$ cat src/hw/clkgen_pkg.sv
// Constants and types shared by the clock generator control block.
// Assumes a single 20 MHz clock with a synchronous active-high reset.
package clkgen_pkg;

	// ----------------------------------------
	// Timing
	// ----------------------------------------
	localparam int unsigned CLK_KHZ      = 20000;
	localparam int unsigned CLK_PERIOD_NS = 50;
	localparam int unsigned HS_OSC_KHZ   = 8000;
	localparam int unsigned SLOW_OSC_KHZ = 240;
	localparam int unsigned HS_DIV       = CLK_KHZ / HS_OSC_KHZ;
	localparam int unsigned SLOW_DIV     = CLK_KHZ / SLOW_OSC_KHZ;
	localparam int unsigned OP_STOP_NS   = 544000;
	localparam int unsigned HOLD_CYC     = (OP_STOP_NS + CLK_PERIOD_NS - 1) / CLK_PERIOD_NS;
	localparam int unsigned HOLD_W       = 20;
	localparam int unsigned STAB_W       = 18;
	localparam int unsigned STAB_CYC_0   = 1024;
	localparam int unsigned STAB_CYC_1   = 4096;
	localparam int unsigned STAB_CYC_2   = 32768;
	localparam int unsigned STAB_CYC_3   = 131072;

	// ----------------------------------------
	// Register map (byte addresses)
	// ----------------------------------------
	localparam logic [4:0] OFS_DIV    = 5'h00;
	localparam logic [4:0] OFS_SLOW   = 5'h04;
	localparam logic [4:0] OFS_WAIT   = 5'h08;
	localparam logic [4:0] OFS_WDT    = 5'h0c;
	localparam logic [4:0] OFS_STATUS = 5'h10;

	localparam logic [1:0] DIV_RST  = 2'h0;
	localparam logic [1:0] DIV_BAD  = 2'h3;
	localparam logic       SLOW_RST = 1'h0;
	localparam logic [1:0] WAIT_RST = 2'h0;
	localparam logic [1:0] WDT_RST  = 2'h2;

	// ----------------------------------------
	// Enumerations
	// ----------------------------------------
	typedef enum logic [1:0] {
		SRC_INT = 2'h0,
		SRC_RES = 2'h1,
		SRC_EXT = 2'h2
	} src_t;

	typedef enum logic [1:0] {
		WDT_OFF  = 2'h0,
		WDT_SYS  = 2'h1,
		WDT_SLOW = 2'h2
	} wdt_src_t;

	typedef enum logic [5:0] {
		ST_OPT  = 6'h01,
		ST_HOLD = 6'h02,
		ST_STAB = 6'h04,
		ST_RUN  = 6'h08,
		ST_STOP = 6'h10,
		ST_WAKE = 6'h20
	} seq_t;

	// ----------------------------------------
	// Carriers
	// ----------------------------------------
	typedef struct packed {
		logic [2:0] spare;
		logic [1:0] stab_sel;
		logic       stoppable;
		logic [1:0] src;
	} opt_t;

	typedef struct packed {
		logic sys;
		logic cpu;
		logic periph;
		logic slow;
		logic wdt;
		logic tmr;
	} clk_en_t;

endpackage

$ cat src/hw/clock_generator_control.sv
// Clock generator control: source select, start-up hold, stabilisation,
// peripheral divider and slow oscillator gating, behind an Avalon-MM slave.
// Assumes all inputs are synchronous to clk; oscillators appear as enables.
//
// Contract
// - System clock comes from one source picked by the config byte.
// - Internal fast source starts the CPU with no stabilisation wait.
// - Internal fast source frees both oscillator pins for port use.
// - CPU stays halted for the operation stop interval after power-on reset.
// - After reset release, config byte is read, then the source is selected.
// - Resonator: run internal clock first, switch after the byte's wait.
// - STOP release uses the wait register, not the config byte wait.
// - External clock source frees the second oscillator pin for port use.
// - Peripheral clock is system clock divided by 1, 2 or 4; 11 forbidden.
// - Slow oscillator starts running as soon as reset is released.
// - If stoppable, stop bit 0 runs and 1 stops the slow oscillator.
// - If not stoppable, slow oscillator runs and watchdog uses it.
// - Slow oscillator runs independently of the CPU clock.
// - Timer on the slow clock keeps counting in standby.
// - Watchdog gating follows stop bit and CPU state; timer gating follows the stop bit only.
// - Watchdog clock is system clock, slow clock, or stopped.
// - Reset clears the slow oscillator mode register.
// - STOP-release wait is 2^10, 2^12, 2^15 or 2^17 system clocks.
//
// The address map and register access over Avalon-MM were left to the implementer.
`timescale 1ns/1ns
`default_nettype none
module clock_generator_control #(
	parameter int unsigned HOLD_CYCLES = clkgen_pkg::HOLD_CYC,
	parameter int unsigned STAB_CNT_0  = clkgen_pkg::STAB_CYC_0,
	parameter int unsigned STAB_CNT_1  = clkgen_pkg::STAB_CYC_1,
	parameter int unsigned STAB_CNT_2  = clkgen_pkg::STAB_CYC_2,
	parameter int unsigned STAB_CNT_3  = clkgen_pkg::STAB_CYC_3
) (
	// Clock and reset
	input  wire logic                clk,
	input  wire logic                srst,
	// Configuration byte and oscillator pin
	input  wire clkgen_pkg::opt_t    opt_byte,
	input  wire logic                osc_pin_in,
	// CPU state
	input  wire logic                standby,
	input  wire logic                stop_req,
	input  wire logic                wake,
	// Avalon-MM slave
	input  wire logic [4:0]          address,
	input  wire logic                read,
	input  wire logic                write,
	input  wire logic [31:0]         writedata,
	output logic [31:0]              readdata,
	output logic                     waitrequest,
	// Clock enables and status
	output clkgen_pkg::clk_en_t      clk_en,
	output logic                     cpu_run,
	output logic                     osc_in_gpio,
	output logic                     osc_out_gpio,
	output logic                     osc_amp_en
);
	// ----------------------------------------
	// Declarations
	// ----------------------------------------
	clkgen_pkg::seq_t state_r;
	clkgen_pkg::opt_t opt_r;
	logic [clkgen_pkg::HOLD_W-1:0] hold_cnt_r;
	logic [clkgen_pkg::STAB_W-1:0] stab_cnt_r;
	logic [1:0] peripheral_divider_reg;
	logic       slow_osc_stop_bit;
	logic [1:0] stop_release_wait_reg;
	logic [1:0] wdt_src_r;
	logic [1:0] div_act_r;
	logic [1:0] div_cnt_r;
	logic       pin_prev_r;
	logic       pin_edge;
	logic       hs_tick;
	logic       slow_tick;
	logic       slow_run;
	logic       sys_tick;
	logic       sys_live;
	logic       in_standby;
	logic       is_res;
	logic       wdt_tick;
	logic       periph_tick;
	logic [1:0] wdt_eff;
	logic       bus_go;

	localparam logic [clkgen_pkg::HOLD_W-1:0] HOLD_LAST =
		clkgen_pkg::HOLD_W'(HOLD_CYCLES - 1);

	// ----------------------------------------
	// Helpers
	// ----------------------------------------
	function automatic logic [clkgen_pkg::STAB_W-1:0] stab_last(input logic [1:0] sel);
		case (sel)
			2'h0:    stab_last = clkgen_pkg::STAB_W'(STAB_CNT_0 - 1);
			2'h1:    stab_last = clkgen_pkg::STAB_W'(STAB_CNT_1 - 1);
			2'h2:    stab_last = clkgen_pkg::STAB_W'(STAB_CNT_2 - 1);
			default: stab_last = clkgen_pkg::STAB_W'(STAB_CNT_3 - 1);
		endcase
	endfunction

	function automatic logic [1:0] div_last(input logic [1:0] sel);
		case (sel)
			2'h1:    div_last = 2'h1;
			2'h2:    div_last = 2'h3;
			default: div_last = 2'h0;
		endcase
	endfunction

	// ----------------------------------------
	// Oscillator ticks
	// ----------------------------------------
	tick_gen #(
		.DIV (clkgen_pkg::HS_DIV)
	) u_hs_osc (
		.clk  (clk),
		.srst (srst),
		.en   (state_r != clkgen_pkg::ST_STOP),
		.tick (hs_tick)
	);

	// Runs regardless of CPU clock state
	tick_gen #(
		.DIV (clkgen_pkg::SLOW_DIV)
	) u_slow_osc (
		.clk  (clk),
		.srst (srst),
		.en   (slow_run),
		.tick (slow_tick)
	);

	always_ff @(posedge clk) begin
		if (srst)
			pin_prev_r <= 1'b0;
		else
			pin_prev_r <= osc_pin_in;
	end

	assign pin_edge = osc_pin_in && !pin_prev_r;
	assign is_res   = opt_r.src == clkgen_pkg::SRC_RES;

	// Stop bit only honoured when the config byte allows it
	assign slow_run = !(opt_r.stoppable && slow_osc_stop_bit);

	// ----------------------------------------
	// System clock source
	// ----------------------------------------
	always_comb begin
		sys_live = (state_r == clkgen_pkg::ST_HOLD) || (state_r == clkgen_pkg::ST_STAB) ||
			(state_r == clkgen_pkg::ST_RUN);
		if (state_r != clkgen_pkg::ST_RUN || opt_r.src == clkgen_pkg::SRC_INT ||
			opt_r.src == 2'h3)
			sys_tick = sys_live && hs_tick;
		else
			sys_tick = pin_edge;
	end

	// ----------------------------------------
	// Start-up and STOP sequencer
	// ----------------------------------------
	always_ff @(posedge clk) begin
		if (srst) begin
			state_r    <= clkgen_pkg::ST_OPT;
			hold_cnt_r <= '0;
			stab_cnt_r <= '0;
		end else begin
			case (state_r)
				clkgen_pkg::ST_OPT: begin
					state_r    <= clkgen_pkg::ST_HOLD;
					hold_cnt_r <= '0;
				end
				clkgen_pkg::ST_HOLD: begin
					if (hold_cnt_r == HOLD_LAST) begin
						stab_cnt_r <= '0;
						if (is_res)
							state_r <= clkgen_pkg::ST_STAB;
						else
							state_r <= clkgen_pkg::ST_RUN;
					end else begin
						hold_cnt_r <= hold_cnt_r + 1'b1;
					end
				end
				clkgen_pkg::ST_STAB: begin
					if (pin_edge) begin
						if (stab_cnt_r == stab_last(opt_r.stab_sel))
							state_r <= clkgen_pkg::ST_RUN;
						else
							stab_cnt_r <= stab_cnt_r + 1'b1;
					end
				end
				clkgen_pkg::ST_RUN: begin
					if (stop_req)
						state_r <= clkgen_pkg::ST_STOP;
				end
				clkgen_pkg::ST_STOP: begin
					stab_cnt_r <= '0;
					if (wake) begin
						if (is_res)
							state_r <= clkgen_pkg::ST_WAKE;
						else
							state_r <= clkgen_pkg::ST_RUN;
					end
				end
				clkgen_pkg::ST_WAKE: begin
					if (pin_edge) begin
						if (stab_cnt_r == stab_last(stop_release_wait_reg))
							state_r <= clkgen_pkg::ST_RUN;
						else
							stab_cnt_r <= stab_cnt_r + 1'b1;
					end
				end
				default: state_r <= clkgen_pkg::ST_OPT;
			endcase
		end
	end

	// ----------------------------------------
	// Configuration byte capture
	// ----------------------------------------
	always_ff @(posedge clk) begin
		if (srst)
			opt_r <= '0;
		else if (state_r == clkgen_pkg::ST_OPT)
			opt_r <= opt_byte;
	end

	// ----------------------------------------
	// Pin release and oscillator amplifier
	// ----------------------------------------
	always_ff @(posedge clk) begin
		if (srst || state_r == clkgen_pkg::ST_OPT) begin
			osc_in_gpio  <= 1'b0;
			osc_out_gpio <= 1'b0;
			osc_amp_en   <= 1'b0;
		end else begin
			osc_in_gpio  <= opt_r.src == clkgen_pkg::SRC_INT;
			osc_out_gpio <= !is_res;
			osc_amp_en   <= is_res;
		end
	end

	// ----------------------------------------
	// Peripheral divider
	// ----------------------------------------
	// New ratio is loaded only at the end of a full period
	always_ff @(posedge clk) begin
		if (srst) begin
			div_act_r   <= clkgen_pkg::DIV_RST;
			div_cnt_r   <= '0;
			periph_tick <= 1'b0;
		end else begin
			periph_tick <= 1'b0;
			if (sys_tick) begin
				if (div_cnt_r == div_last(div_act_r)) begin
					div_cnt_r   <= '0;
					periph_tick <= 1'b1;
					div_act_r   <= peripheral_divider_reg;
				end else begin
					div_cnt_r <= div_cnt_r + 1'b1;
				end
			end
		end
	end

	// ----------------------------------------
	// Watchdog and timer gating
	// ----------------------------------------
	assign in_standby = standby || (state_r == clkgen_pkg::ST_STOP) ||
		(state_r == clkgen_pkg::ST_WAKE);
	assign wdt_eff = opt_r.stoppable ? wdt_src_r : clkgen_pkg::WDT_SLOW;

	always_comb begin
		case (wdt_eff)
			clkgen_pkg::WDT_SYS:  wdt_tick = sys_tick && !in_standby;
			clkgen_pkg::WDT_SLOW: wdt_tick = slow_tick && !(opt_r.stoppable && in_standby);
			default:              wdt_tick = 1'b0;
		endcase
	end

	always_ff @(posedge clk) begin
		if (srst) begin
			clk_en  <= '0;
			cpu_run <= 1'b0;
		end else begin
			clk_en.sys    <= sys_tick;
			clk_en.cpu    <= sys_tick && state_r == clkgen_pkg::ST_RUN;
			clk_en.periph <= periph_tick;
			clk_en.slow   <= slow_tick;
			clk_en.wdt    <= wdt_tick;
			clk_en.tmr    <= slow_tick;
			cpu_run       <= state_r == clkgen_pkg::ST_RUN;
		end
	end

	// ----------------------------------------
	// Avalon-MM slave
	// ----------------------------------------
	// Request seen with waitrequest high; answered one cycle later
	assign bus_go = (read || write) && !waitrequest;

	always_ff @(posedge clk) begin
		if (srst) begin
			waitrequest <= 1'b1;
			readdata    <= '0;
		end else if (bus_go) begin
			waitrequest <= 1'b1;
		end else if (read || write) begin
			waitrequest <= 1'b0;
			readdata    <= '0;
			if (read) begin
				case (address)
					clkgen_pkg::OFS_DIV:    readdata[1:0] <= peripheral_divider_reg;
					clkgen_pkg::OFS_SLOW:   readdata[0]   <= slow_osc_stop_bit;
					clkgen_pkg::OFS_WAIT:   readdata[1:0] <= stop_release_wait_reg;
					clkgen_pkg::OFS_WDT:    readdata[1:0] <= wdt_src_r;
					clkgen_pkg::OFS_STATUS: readdata[13:0] <= {div_act_r, state_r, slow_run,
						opt_r.stoppable, opt_r.stab_sel, opt_r.src};
					default:                readdata <= '0;
				endcase
			end
		end
	end

	always_ff @(posedge clk) begin
		if (srst) begin
			peripheral_divider_reg <= clkgen_pkg::DIV_RST;
			slow_osc_stop_bit      <= clkgen_pkg::SLOW_RST;
			stop_release_wait_reg  <= clkgen_pkg::WAIT_RST;
			wdt_src_r              <= clkgen_pkg::WDT_RST;
		end else if (bus_go && write) begin
			case (address)
				clkgen_pkg::OFS_DIV: begin
					if (writedata[1:0] != clkgen_pkg::DIV_BAD)
						peripheral_divider_reg <= writedata[1:0];
				end
				clkgen_pkg::OFS_SLOW: slow_osc_stop_bit     <= writedata[0];
				clkgen_pkg::OFS_WAIT: stop_release_wait_reg <= writedata[1:0];
				clkgen_pkg::OFS_WDT:  wdt_src_r             <= writedata[1:0];
				default: ;
			endcase
		end
	end

endmodule // clock_generator_control
`default_nettype wire

$ cat src/hw/tick_gen.sv
// Free-running divider that emits a one-cycle tick every DIV clocks.
// Assumes the enable is held low while the tick must not run.
`timescale 1ns/1ns
`default_nettype none
module tick_gen #(
	parameter int unsigned DIV = 2
) (
	// Clock and reset
	input  wire logic clk,
	input  wire logic srst,
	// Control
	input  wire logic en,
	// Tick out
	output logic      tick
);
	localparam int unsigned W = $clog2(DIV + 1);
	localparam logic [W-1:0] LAST = W'(DIV - 1);

	logic [W-1:0] cnt_r;

	always_ff @(posedge clk) begin
		if (srst || !en) begin
			cnt_r <= '0;
			tick  <= 1'b0;
		end else if (cnt_r == LAST) begin
			cnt_r <= '0;
			tick  <= 1'b1;
		end else begin
			cnt_r <= cnt_r + 1'b1;
			tick  <= 1'b0;
		end
	end
endmodule // tick_gen
`default_nettype wire

$ cat config.mk
export PLATFORM = sky130hd
export DESIGN_NAME = clock_generator_control
export DESIGN_NICKNAME = d
export VERILOG_FILES = /design/src/hw/clkgen_pkg.sv /design/src/hw/clock_generator_control.sv /design/src/hw/tick_gen.sv
export SDC_FILE = /design/constraint.sdc
export NUM_CORES = 1
export LEC_CHECK = 0
export BUFFER_PORTS_ARGS = -buffer_cell sky130_fd_sc_hd__buf_2
export CAP_MARGIN = 25
export CORE_UTILIZATION = 49
export DETAILED_ROUTE_END_ITERATION = 6
export GPL_TIMING_DRIVEN = 0
export PLACE_DENSITY_LB_ADDON = 0.3
export SLEW_MARGIN = 20
export SYNTH_ARGS = -nofsm -noshare
export SYNTH_HDL_FRONTEND = slang
export SYNTH_HIERARCHICAL = 1
export SYNTH_SLANG_ARGS = --single-unit
$ cat constraint.sdc
create_clock -name clk -period 2.2 [get_ports clk]
set_input_delay 0.22 -clock clk [delete_from_list [all_inputs] [get_ports clk]]
set_output_delay 0.22 -clock clk [all_outputs]
set_load 0.1 [all_outputs]
After elaboration in Yosys (flattened, before gate mapping)

Cells that the tools add are included.

$add $sub $neg: 5
Equal/unequal tests: 39
Muxes and demuxes: 40
Bitwise logic cells: 2
Reductions and logical operators: 45

Operators with widths:

| kind                    | count |
|---|---|
| $mux W18                | 11 |
| $pmux W17 S3            | 2 |
| $pmux W18 S4            | 1 |
| $mux W6                 | 8 |
| $pmux W20 S2            | 1 |
| $eq A18 B18 Y1          | 2 |
| $pmux W6 S6             | 1 |
| $add A20 B1 Y20 const B | 1 |
| $eq A20 B14 Y1 const B  | 1 |
| $mux W20                | 1 |
| $add A18 B1 Y18 const B | 1 |
| $ne A2 B2 Y1 const B    | 9 |
| $mux W14                | 1 |
| $eq A2 B1 Y1 const B    | 6 |
| $mux W12                | 1 |
| $reduce_and A2 Y1       | 6 |
| $eq A2 B2 Y1 const B    | 5 |
| $eq A5 B4 Y1 const B    | 2 |
| $logic_or A1 B1 Y1      | 10 |
| $logic_and A1 B1 Y1     | 9 |
| $mux W2                 | 4 |
| $reduce_or A2 Y1        | 4 |
| $add A7 B1 Y7 const B   | 1 |
| $eq A7 B7 Y1 const B    | 1 |
| 28 further kinds        | 42 |

Register bits after elaboration: 115
Input bits: 53
Word-level logic and storage cells: 160

Longest topological paths before layout

Gate-level depths: netlist (run 1).

Depth after elaboration: 9
Mapped depth: 9
Depth with buffers taken out: 8

Cells and area by module

Netlist (run 1), hierarchy kept.

By module, submodules not included:

| module                  | times used | cells an instance | area an instance (um2) | seq. area each (um2) |
|---|---|---|---|---|
| clock_generator_control | 1          | 492               | 4,144.0                | 1,721.7 |
| tick_gen (u_slow_osc)   | 1          | 34                | 331.6                  | 160.2 |
| tick_gen (u_hs_osc)     | 1          | 8                 | 116.4                  | 60.1 |

Least setup slack after synthesis (run 1)

OpenSTA, ideal clock, no wires.

Path kind: flip-flop to flip-flop
From: reg state_r[5]
To: reg stab_cnt_r[6] (netlist bit)
Arrival: 2.228 ns
Path slack: -0.163 ns
Stages on the path, launching flop included: 9
Path buffers: 1
Period minus slack after synthesis: 2.363 ns
Cell sequence: dfxtp_1 > or4_4 > nor3b_4 > nor3_2 > nor3_4 > nand3b_2 > buf_6 > o311ai_1 > o41ai_2

Word-level cells in the longest chain between the ends: 3
Elaborated cells between the ends (all ways): 12
Those cells by class: eq/ne: 9; mux: 1; reduce/logical: 2

Ends and longest elaborated chain:

| item                                                  | line                           | RTL |
|---|---|---|
| from (decl)                                           | clock_generator_control.sv:62  | `clkgen_pkg::seq_t state_r;` |
| from (signal assigned)                                | clock_generator_control.sv:162 | `state_r <= clkgen_pkg::ST_OPT;` |
| from (signal assigned)                                | clock_generator_control.sv:168 | `state_r <= clkgen_pkg::ST_HOLD;` |
| from (signal assigned)                                | clock_generator_control.sv:175 | `state_r <= clkgen_pkg::ST_STAB;` |
| $eq A6 B6 Y1 (tied with other cells)                  | clock_generator_control.sv:166 | `case (state_r)` |
| $ne A2 B2 Y1 (no source line) (tied with other cells) | n/a                            |  |
| $reduce_and A6 Y1 (no source line)                    | n/a                            |  |
| to (signal assigned)                                  | clock_generator_control.sv:187 | `stab_cnt_r <= stab_cnt_r + 1'b1;` |
| to (signal assigned)                                  | clock_generator_control.sv:208 | `stab_cnt_r <= stab_cnt_r + 1'b1;` |
| to (decl)                                             | clock_generator_control.sv:65  | `logic [clkgen_pkg::STAB_W-1:0] stab_cnt_r;` |

Several ways; a longest one is shown, not always the timed one.
A chain may end at the register's enable or synchronous reset.

Worst setup path in the final report (run 1)

From: reg hold_cnt_r[14] (netlist bit)
To: reg stab_cnt_r[0] (netlist bit)

Word-level cells in the longest chain between the ends: 3

Ends and longest elaborated chain:

| item                               | line                           | RTL |
|---|---|---|
| from (decl)                        | clock_generator_control.sv:64  | `logic [clkgen_pkg::HOLD_W-1:0] hold_cnt_r;` |
| from (signal assigned)             | clock_generator_control.sv:179 | `hold_cnt_r <= hold_cnt_r + 1'b1;` |
| $eq A20 B14 Y1                     | clock_generator_control.sv:172 | `if (hold_cnt_r == HOLD_LAST) begin` |
| $ne A2 B1 Y1 (no source line)      | n/a                            |  |
| $reduce_and A6 Y1 (no source line) | n/a                            |  |

No other way between the ends.

==> flow_results.org, run 1 <==
** Outcome
- Run status :: finished, violations left
- The checks that failed: setup timing.

** Setup path
- At the worst endpoint, the required time is 2.49 ns.
- Data on the critical path arrives at its endpoint at 2.73 ns.
- The worst setup path is launched from a flip-flop.
- Of all nets on the critical path, the largest fanout is 6.
- Origin of the worst setup path :: hold_cnt_r[14]
- In this run the critical register-to-register path is launched from hold_cnt_r[14].
- STA classifies the critical path endpoint as a flip-flop.
- Across all register-to-register paths, the minimum setup slack is -0.24 ns.
- FF-to-FF path depth :: 9
- The critical path in this run is classified as flip-flop to flip-flop.

** Detailed routing
- DR DRC count :: 0
- Violation count after the first detailed-route iteration :: 295
- Post-DR wirelength/cell :: 15.7 um
- Post-detailed-route via-to-cell ratio :: 5.63
- The detailed router used layers up to and including met4.
- Before antenna repair, the detailed router went through 6 iterations.
- In this run the remaining antenna-violating nets after routing total 0.
- The routed layout has 4,215 vias.
- Met2 wirelength from detailed routing :: 5.74 mm
- DRT Wirelength :: 11.8 mm
- DR WL met3 :: 561 um
- Routed metal-1 wire length :: 5.19 mm

** Clock network
- Clock tree buffer depth :: 2
- Buffers inserted during clock tree synthesis total 9.
- Cell at the root of the clock tree :: sky130_fd_sc_hd__clkbuf_8
- Clock latency on the worst-skew pair, taken at its later pin, is 0.38 ns.
- Clock sink count :: 97
- TritonCTS built the clock tree.
- Clock-pin slew was measured on the worst setup and hold paths at 0.10 ns.
- Total number of H-tree levels :: 3

** Synth
- Main area contributors after synthesis :: sky130_fd_sc_hd__dfxtp_1 (42%), sky130_fd_sc_hd__nor2_1 (6.2%), sky130_fd_sc_hd__nand2_1 (3.8%)
- Top-count cell post-synth :: sky130_fd_sc_hd__dfxtp_1
- Post-synthesis cell count :: 534
- Of all cell types, the one taking the most synthesized area is sky130_fd_sc_hd__dfxtp_1.
- Number of enable flip-flop cells after synthesis :: 0
- The Yosys step of the flow raised 6 warnings.
- Share of flip-flops with an asynchronous set or reset :: 0
- Synth Flop Type :: sky130_fd_sc_hd__dfxtp_1
- Syn avg cell area :: 8.60 um^2
- Summing every instance area after synthesis gives 4590 um^2.
- Area share of the largest cell type after synthesis :: 0.423
- #FFs+latches synth :: 97
- The share of the Yosys chip area taken by registers is 0.423.
- Top cells by count, synth :: sky130_fd_sc_hd__dfxtp_1 (97), sky130_fd_sc_hd__nor2_1 (76), sky130_fd_sc_hd__nand2_1 (46)
- Count of cell types in the netlist :: 63

** Final layout
- 0 antenna diodes ended up in the layout.
- Registers with the highest flip-flop counts :: hold_cnt_r (20), stab_cnt_r (18), readdata (14)
- The final layout contains 697 nets.
- Ratio of cells with drive above 1 in the final layout :: 0.295
- The register with the most flip-flops in the layout has 20 of them.
- Ranked by flip-flop count, first place goes to hold_cnt_r.
- After the flow finishes, the layout carries non-filler instances totaling 749.
- Area growth from synthesis to layout :: 27.5%

** Die
- The initial utilization of the core area, before any placement, comes to 0.516.
- The floorplan has 34 rows.
- Pin placement for this block handled 96 I/O pins.
- The floorplan step defined a core boundary enclosing 8890 um^2.
- Horizontal extent of the die :: 98.8 um
- Floorplan die area :: 9760 um^2
- In this run the vertical extent of the chip is 98.8 um.

** Pwr
- Max IR drop VDD :: 0.364 mV
- Total power of the final layout :: 3930 uW
- Dividing total power by cell area gives a power density of 671 nW/um^2.
- Summed over all cells, the static leakage comes to 0.00226 uW.

** Timing
- Setup repair after global routing missed its margin :: yes
- Setup violations remaining at the end of the flow were counted as 23.
- Peak clock frequency supported by timing :: 410 MHz
- For the pin with the worst max-slew slack, the measured transition is 0.664 ns.
- Total count of max-transition violations in the final report :: 0
- Worst path setup slack after routing :: -0.236 ns
- Share of the clock period used by the worst path after layout :: 1.11
- The final count of hold timing violations was 0.
- In this run the tightest slew margin relative to its limit is 0.557.
- The routed design could run at a clock period as short as 2.44 ns.
- Clk_skew :: 0.0181 ns

** Placement
- Post-placement cell count :: 702
- Buffers placed on the I/O ports in this run total 43.
- After legalization and detailed placement, the total HPWL measured 7.49 mm.
- The congestion estimate from routability-driven global placement came to 0.866.

** GRT
- Across every metal layer, demand over resource in global routing totals 0.228.
- The first global-routing pass estimated 17.8 mm of wire.
- The initial antenna violation count is 0.
- Via count of the first global-routing pass :: 3,815
- For this run the aggregate overflow at the end of global routing stands at 0.
- Entering global routing, the biggest net connects 19 pins.

** Min path
- The worst hold path begins at opt_byte[4].
- Hold depth :: 3
- Min-Delay Path Class :: input pin to flip-flop

** Flow run
- Number of max-cap violations :: 0
[per-layer routing]
metal | track usage | vias up
met2 | 0.385 | 142
met5 | 0 | -
met1 | 0.294 | 1987
li1 | - | 2054
met3 | 0.0362 | 32
met4 | 0.0861 | 0
[report_power, final]
| part | internal [uW] | leakage (uW) | total [uW] | switching [uW] |
|---|---|---|---|---|
| registers | 1810 | 0.000795 | 1880 | 68.1 |
| logic | 253 | 0.00136 | 834 | 581 |
| clock network | 547 | 0.0000999 | 1220 | 670 |
[per-stage QoR]
stage               instance area [um^2]  hold slack (ns)   util  worst slack [ns]  TNS (ns)
finish                              5860           0.0897  0.659            -0.236     -2.06
global route                        5860           0.0955  0.659            -0.314     -4.68
CTS                                 5530           0.0898  0.622            -0.186     -1.54
detailed placement                  5030            0.443  0.566            -0.414    -10.75
global placement                    5030            0.426  0.566            -0.372     -8.50
floorplan                           4680            0.291      -           -0.0145   -0.0145
[layout make-up]
cell class / instances / area [um^2]
fill: 704 / 3040
multi-input combinational: 406 / 2770
sequential: 97 / 1980
timing repair buffer: 76 / 503
buffer: 33 / 208
tap: 108 / 135
clock buffer: 9 / 124
clock inverter: 7 / 85.1
inverter: 13 / 48.8
[worst paths after layout]
check | end
setup / recovery | stab_cnt_r[0]
hold / removal | opt_r[4]
hold reg to reg | readdata[0]
setup reg to reg | stab_cnt_r[0]
[kinds of logic (layout without fill, tap and decap cells)]
kind of cell / count (synthesis) / in the layout / synth area share
compound gates: 82 / 82 / 0.121
xor+xnor: 29 / 29 / 0.0553
fa+ha+maj: 9 / 9 / 0.0240
buf+inv: 49 / 138 / 0.0572
flops: 97 / 97 / 0.423
mux: 12 / 12 / 0.0264
other cells: 1 / 18 / 0.000817
simple gates: 255 / 256 / 0.292
[cells in the final DEF (no fill, tap or decap), types with 18 or more instances in the layout]
cell and count:
sky130_fd_sc_hd__dfxtp_1 79, sky130_fd_sc_hd__nor2_1 73, sky130_fd_sc_hd__buf_4 48, sky130_fd_sc_hd__nand2_1 45, sky130_fd_sc_hd__buf_2 43, sky130_fd_sc_hd__nand3_1 26
sky130_fd_sc_hd__a21oi_1 21, sky130_fd_sc_hd__xor2_1 19, sky130_fd_sc_hd__conb_1 18
[repair_timing]
item,in CTS,in global routing
hold buffers,0,0
resized for setup,34,47
cloned,2,0
setup endpoints to repair,38,36
pin swaps,14,23
buffers inserted,16,17
[worst max-delay path: stages (launching register included)]
cell and delay (ns):
sky130_fd_sc_hd__dfxtp_4 0.37, sky130_fd_sc_hd__nor4_4 0.29, sky130_fd_sc_hd__nand4b_1 0.20, sky130_fd_sc_hd__o31a_1 0.37
sky130_fd_sc_hd__nor3_4 0.25, sky130_fd_sc_hd__buf_12 0.15, sky130_fd_sc_hd__nand3b_4 0.14, sky130_fd_sc_hd__buf_6 0.16
sky130_fd_sc_hd__or3_4 0.32, sky130_fd_sc_hd__a21oi_2 0.13
Power figures use the tool's default switching activity.
==> run 2, diff against run 1 <==
--- a/config.mk
+++ b/config.mk
@@ -7,7 +7,9 @@
 export LEC_CHECK = 0
 export BUFFER_PORTS_ARGS = -buffer_cell sky130_fd_sc_hd__buf_2
 export CAP_MARGIN = 25
+export CORE_MARGIN = 8
 export CORE_UTILIZATION = 49
+export CTS_BUF_LIST = sky130_fd_sc_hd__clkbuf_16
 export DETAILED_ROUTE_END_ITERATION = 6
 export GPL_TIMING_DRIVEN = 0
 export PLACE_DENSITY_LB_ADDON = 0.3
==> constraint.sdc (replaced) <==
create_clock -name clk -period 2.2 [get_ports clk]
set_input_delay 0.44 -clock clk [delete_from_list [all_inputs] [get_ports clk]]
set_output_delay 0.44 -clock clk [all_outputs]
set_load 0.1 [all_outputs]
==> run 2 against run 1 <==
  * Worst setup slack better by 0.087 ns
  * Sequential power about the same
  * Highest routed layer unchanged
  * Critical path depth is the same
  * Design area shrank 2.1%
  * Flip-flop and latch count did not move
  * The flow still finishes with violations (setup timing)
  * First-iteration DRC count fell by 16%
  * Largest cell class unchanged
  * Clock power grew 16%
  * Register-to-register slack improved by 0.09 ns
==> flow_results.org, run 2 (synthesis results as in run 1) <==
** Outcome
- Run status: finished, violations left (unchanged).
- Violated checks :: setup timing (unchanged)

** Clock network
- The latest clock arrival within the worst-skew pair came to 0.34 ns (was 0.38 ns).
- Total clock buffers created by CTS :: 9 (unchanged)
- The post-cts hold buffer count was 0 (unchanged).
- The maximum clock path buffer count came to 2 (unchanged).
- CTS tree :: built (unchanged)
- Total number of H-tree levels :: 3 (unchanged)
- The root cell of the clock tree was sky130_fd_sc_hd__clkbuf_16 (was sky130_fd_sc_hd__clkbuf_8).
- CTS clock-pin slew for the worst setup and hold paths :: 0.07 ns (was 0.10 ns)
- Clock sink count :: 97 (unchanged)

** Timing
- Transition time of the tightest slew-check pin :: 0.653 ns (was 0.664 ns)
- Post-layout minimum cycle time :: 2.35 ns (was 2.44 ns)
- Setup repair after global routing missed its margin :: yes (unchanged)
- The worst setup margin came to -0.149 ns (was -0.236 ns).
- The maximum clock rate came to 426 MHz (was 410 MHz).
- The number of slew-limit violations in the final report is 0 (unchanged).
- The final number of setup-violating endpoints was 22 (was 23).
- The largest clock skew in the final design is 0.00977 ns (was 0.0181 ns).
- The remaining max-slew budget at the tightest pin was 0.565 (was 0.557).
- Final hold viol count :: 0 (unchanged)
- The ratio of final minimum period to clock period was 1.07 (was 1.11).

** Die
- Die height :: 113 um (was 98.8 um)
- The top-level I/O count came to 96 (unchanged).
- The area of the core is 9150 um^2 (was 8890 um^2).
- Horizontal extent of the die :: 113 um (was 98.8 um)
- Row Count :: 35 (was 34)
- The area of the die was 12,700 um^2 (was 9760 um^2).
- Starting density of the core :: 0.502 (was 0.516)

** Final layout
- Largest register by flop count :: hold_cnt_r (unchanged)
- Registers with the highest flip-flop counts :: hold_cnt_r (20), stab_cnt_r (18), readdata (14) (unchanged)
- Area growth from synthesis to layout :: 24.8% (was 27.5%)
- Final antenna diode count :: 0 (unchanged)
- Number of nets in the layout :: 688 (was 697)
- Final core area utilization :: 0.626 (was 0.659)
- The most common cell after layout, fill and taps aside is sky130_fd_sc_hd__dfxtp_1 (unchanged).
- Max FFs per register :: 20 (unchanged)
- The share of post-route cells with drive strength above 1 is 0.261 (was 0.295).
- Most used cells in the layout excluding fill and tap cells :: sky130_fd_sc_hd__dfxtp_1 (84), sky130_fd_sc_hd__nor2_1 (74), sky130_fd_sc_hd__nand2_1 (43), sky130_fd_sc_hd__buf_2 (43), sky130_fd_sc_hd__buf_4 (35) (was sky130_fd_sc_hd__dfxtp_1 (79), sky130_fd_sc_hd__nor2_1 (73), sky130_fd_sc_hd__buf_4 (48), sky130_fd_sc_hd__nand2_1 (45), sky130_fd_sc_hd__buf_2 (43))

** Pwr
- Total power of the final layout :: 4080 uW (was 3930 uW)
- The peak supply drop is 0.454 mV (was 0.364 mV).
- The leakage power came to 0.00222 uW (was 0.00226 uW).
- The power density relative to cell area is 712 nW/um^2 (was 671 nW/um^2).

** Detailed routing
- The number of vias per cell after detailed routing was 5.56 (was 5.63).
- The detailed-route wire length per cell came to 15.9 um (was 15.7 um).
- DRT Wirelength :: 11.9 mm (was 11.8 mm)
- The via total after detailed routing came to 4,133 (was 4,215).
- Post-route antenna net violation count :: 0 (unchanged)
- The number of DRC violations after detailed routing was 0 (unchanged).
- The detailed-router iteration count before antenna repair came to 5 (was 6).
- The detailed router's first-iteration violation count is 249 (was 295).

** Min path
- The path type of the worst min-delay path is input pin to flip-flop (unchanged).

** Setup path
- Setup Crit Path Kind :: flip-flop to flip-flop (unchanged)
- Critical path endpoint category :: flip-flop (unchanged)
- Startpoint Class :: flip-flop (unchanged)
- Largest fanout on the critical path :: 6 (unchanged)
- The data required time of the worst path is 2.48 ns (was 2.49 ns).
- The critical path data arrival time was 2.63 ns (was 2.73 ns).

** GRT
- The global-route wire length before repair came to 18.8 mm (was 17.8 mm).
- The total grt overflow was 0 (unchanged).
- The via count of the first global-routing pass was 3,995 (was 3,815).
- The overall global routing resource usage came to 0.179 (was 0.228).
- The initial antenna violation count is 0 (unchanged).
- The largest net degree at the start of global routing is 16 (was 19).

** Placement
- GP Congestion :: 0.831 (was 0.866)
- The quantity of I/O buffers inserted on ports came to 43 (unchanged).
- The HPWL reported at the end of detailed placement is 7.99 mm (was 7.49 mm).

** Flow run
- The max-capacitance violation count is 0 (unchanged).
[run 2: routing by layer]
metal,routed length (um),up-vias,share of wire,global-route usage
li1,-,2032,-,-
met1,4930,1946,0.42,0.202
met2,5900,134,0.50,0.311
met3,831,21,0.070,0.0575
met4,195,0,0.016,0.0567
met5,0,-,0,0
[run 2: layout make-up]
| type | instances | area (um^2) |
|---|---|---|
| Buffer | 33 | 205 |
| Clock buffer | 9 | 225 |
| Clock inverter | 7 | 36.3 |
| Fill cell | 775 | 3420 |
| Inverter | 13 | 48.8 |
| Multi-Input combinational cell | 406 | 2680 |
| Sequential cell | 97 | 1970 |
| Tap cell | 111 | 139 |
| Timing Repair Buffer | 67 | 434 |
[run 2: worst paths after layout]
check / from / to / slack [ns] / depth (start not counted)
worst max-delay path: state_r[1] / stab_cnt_r[12] / -0.15 / 9
worst min-delay path: osc_pin_in / pin_prev_r / 0.34 / 2
worst max register to register: state_r[1] / stab_cnt_r[12] / -0.15 / 9
worst min register to register: readdata[1] / readdata[1] / 0.46 / 2
[run 2: timing repair]
action / in CTS / in global routing
gates cloned: 2 / 0
setup buffers: 13 / 11
gates resized for setup: 22 / 43
pin swaps: 10 / 16
endpoints found under the setup margin: 38 / 43
[run 2: report_power, final]
part | internal (uW) | switching [uW]
logic | 228 | 559
registers | 1810 | 65.7
clock network | 755 | 661
total | 2800 | 1290
[run 2: per-stage QoR]
step / hold WS [ns] / setup WS [ns] / instances / setup TNS, ns / cell area (um^2)
floorplan: 0.414 / -0.0145 / 551 / -0.0145 / 4680
global route: 0.340 / -0.257 / 743 / -4.47 / 5730
finish: 0.339 / -0.149 / 743 / -2.15 / 5730
detailed placement: 0.444 / -0.388 / 705 / -9.89 / 5040
global placement: 0.426 / -0.380 / 705 / -8.51 / 5040
CTS: 0.334 / -0.114 / 733 / -0.910 / 5480
[run 2: worst max-delay path: stages (launching register included)]
cell and delay [ns]:
sky130_fd_sc_hd__dfxtp_4 0.36, sky130_fd_sc_hd__or4_4 0.56, sky130_fd_sc_hd__nor3b_4 0.22, sky130_fd_sc_hd__nor3_2 0.09
sky130_fd_sc_hd__nor3_4 0.23, sky130_fd_sc_hd__buf_6 0.15, sky130_fd_sc_hd__nand3_4 0.10, sky130_fd_sc_hd__buf_4 0.15
sky130_fd_sc_hd__or3_1 0.30, sky130_fd_sc_hd__a21oi_1 0.13
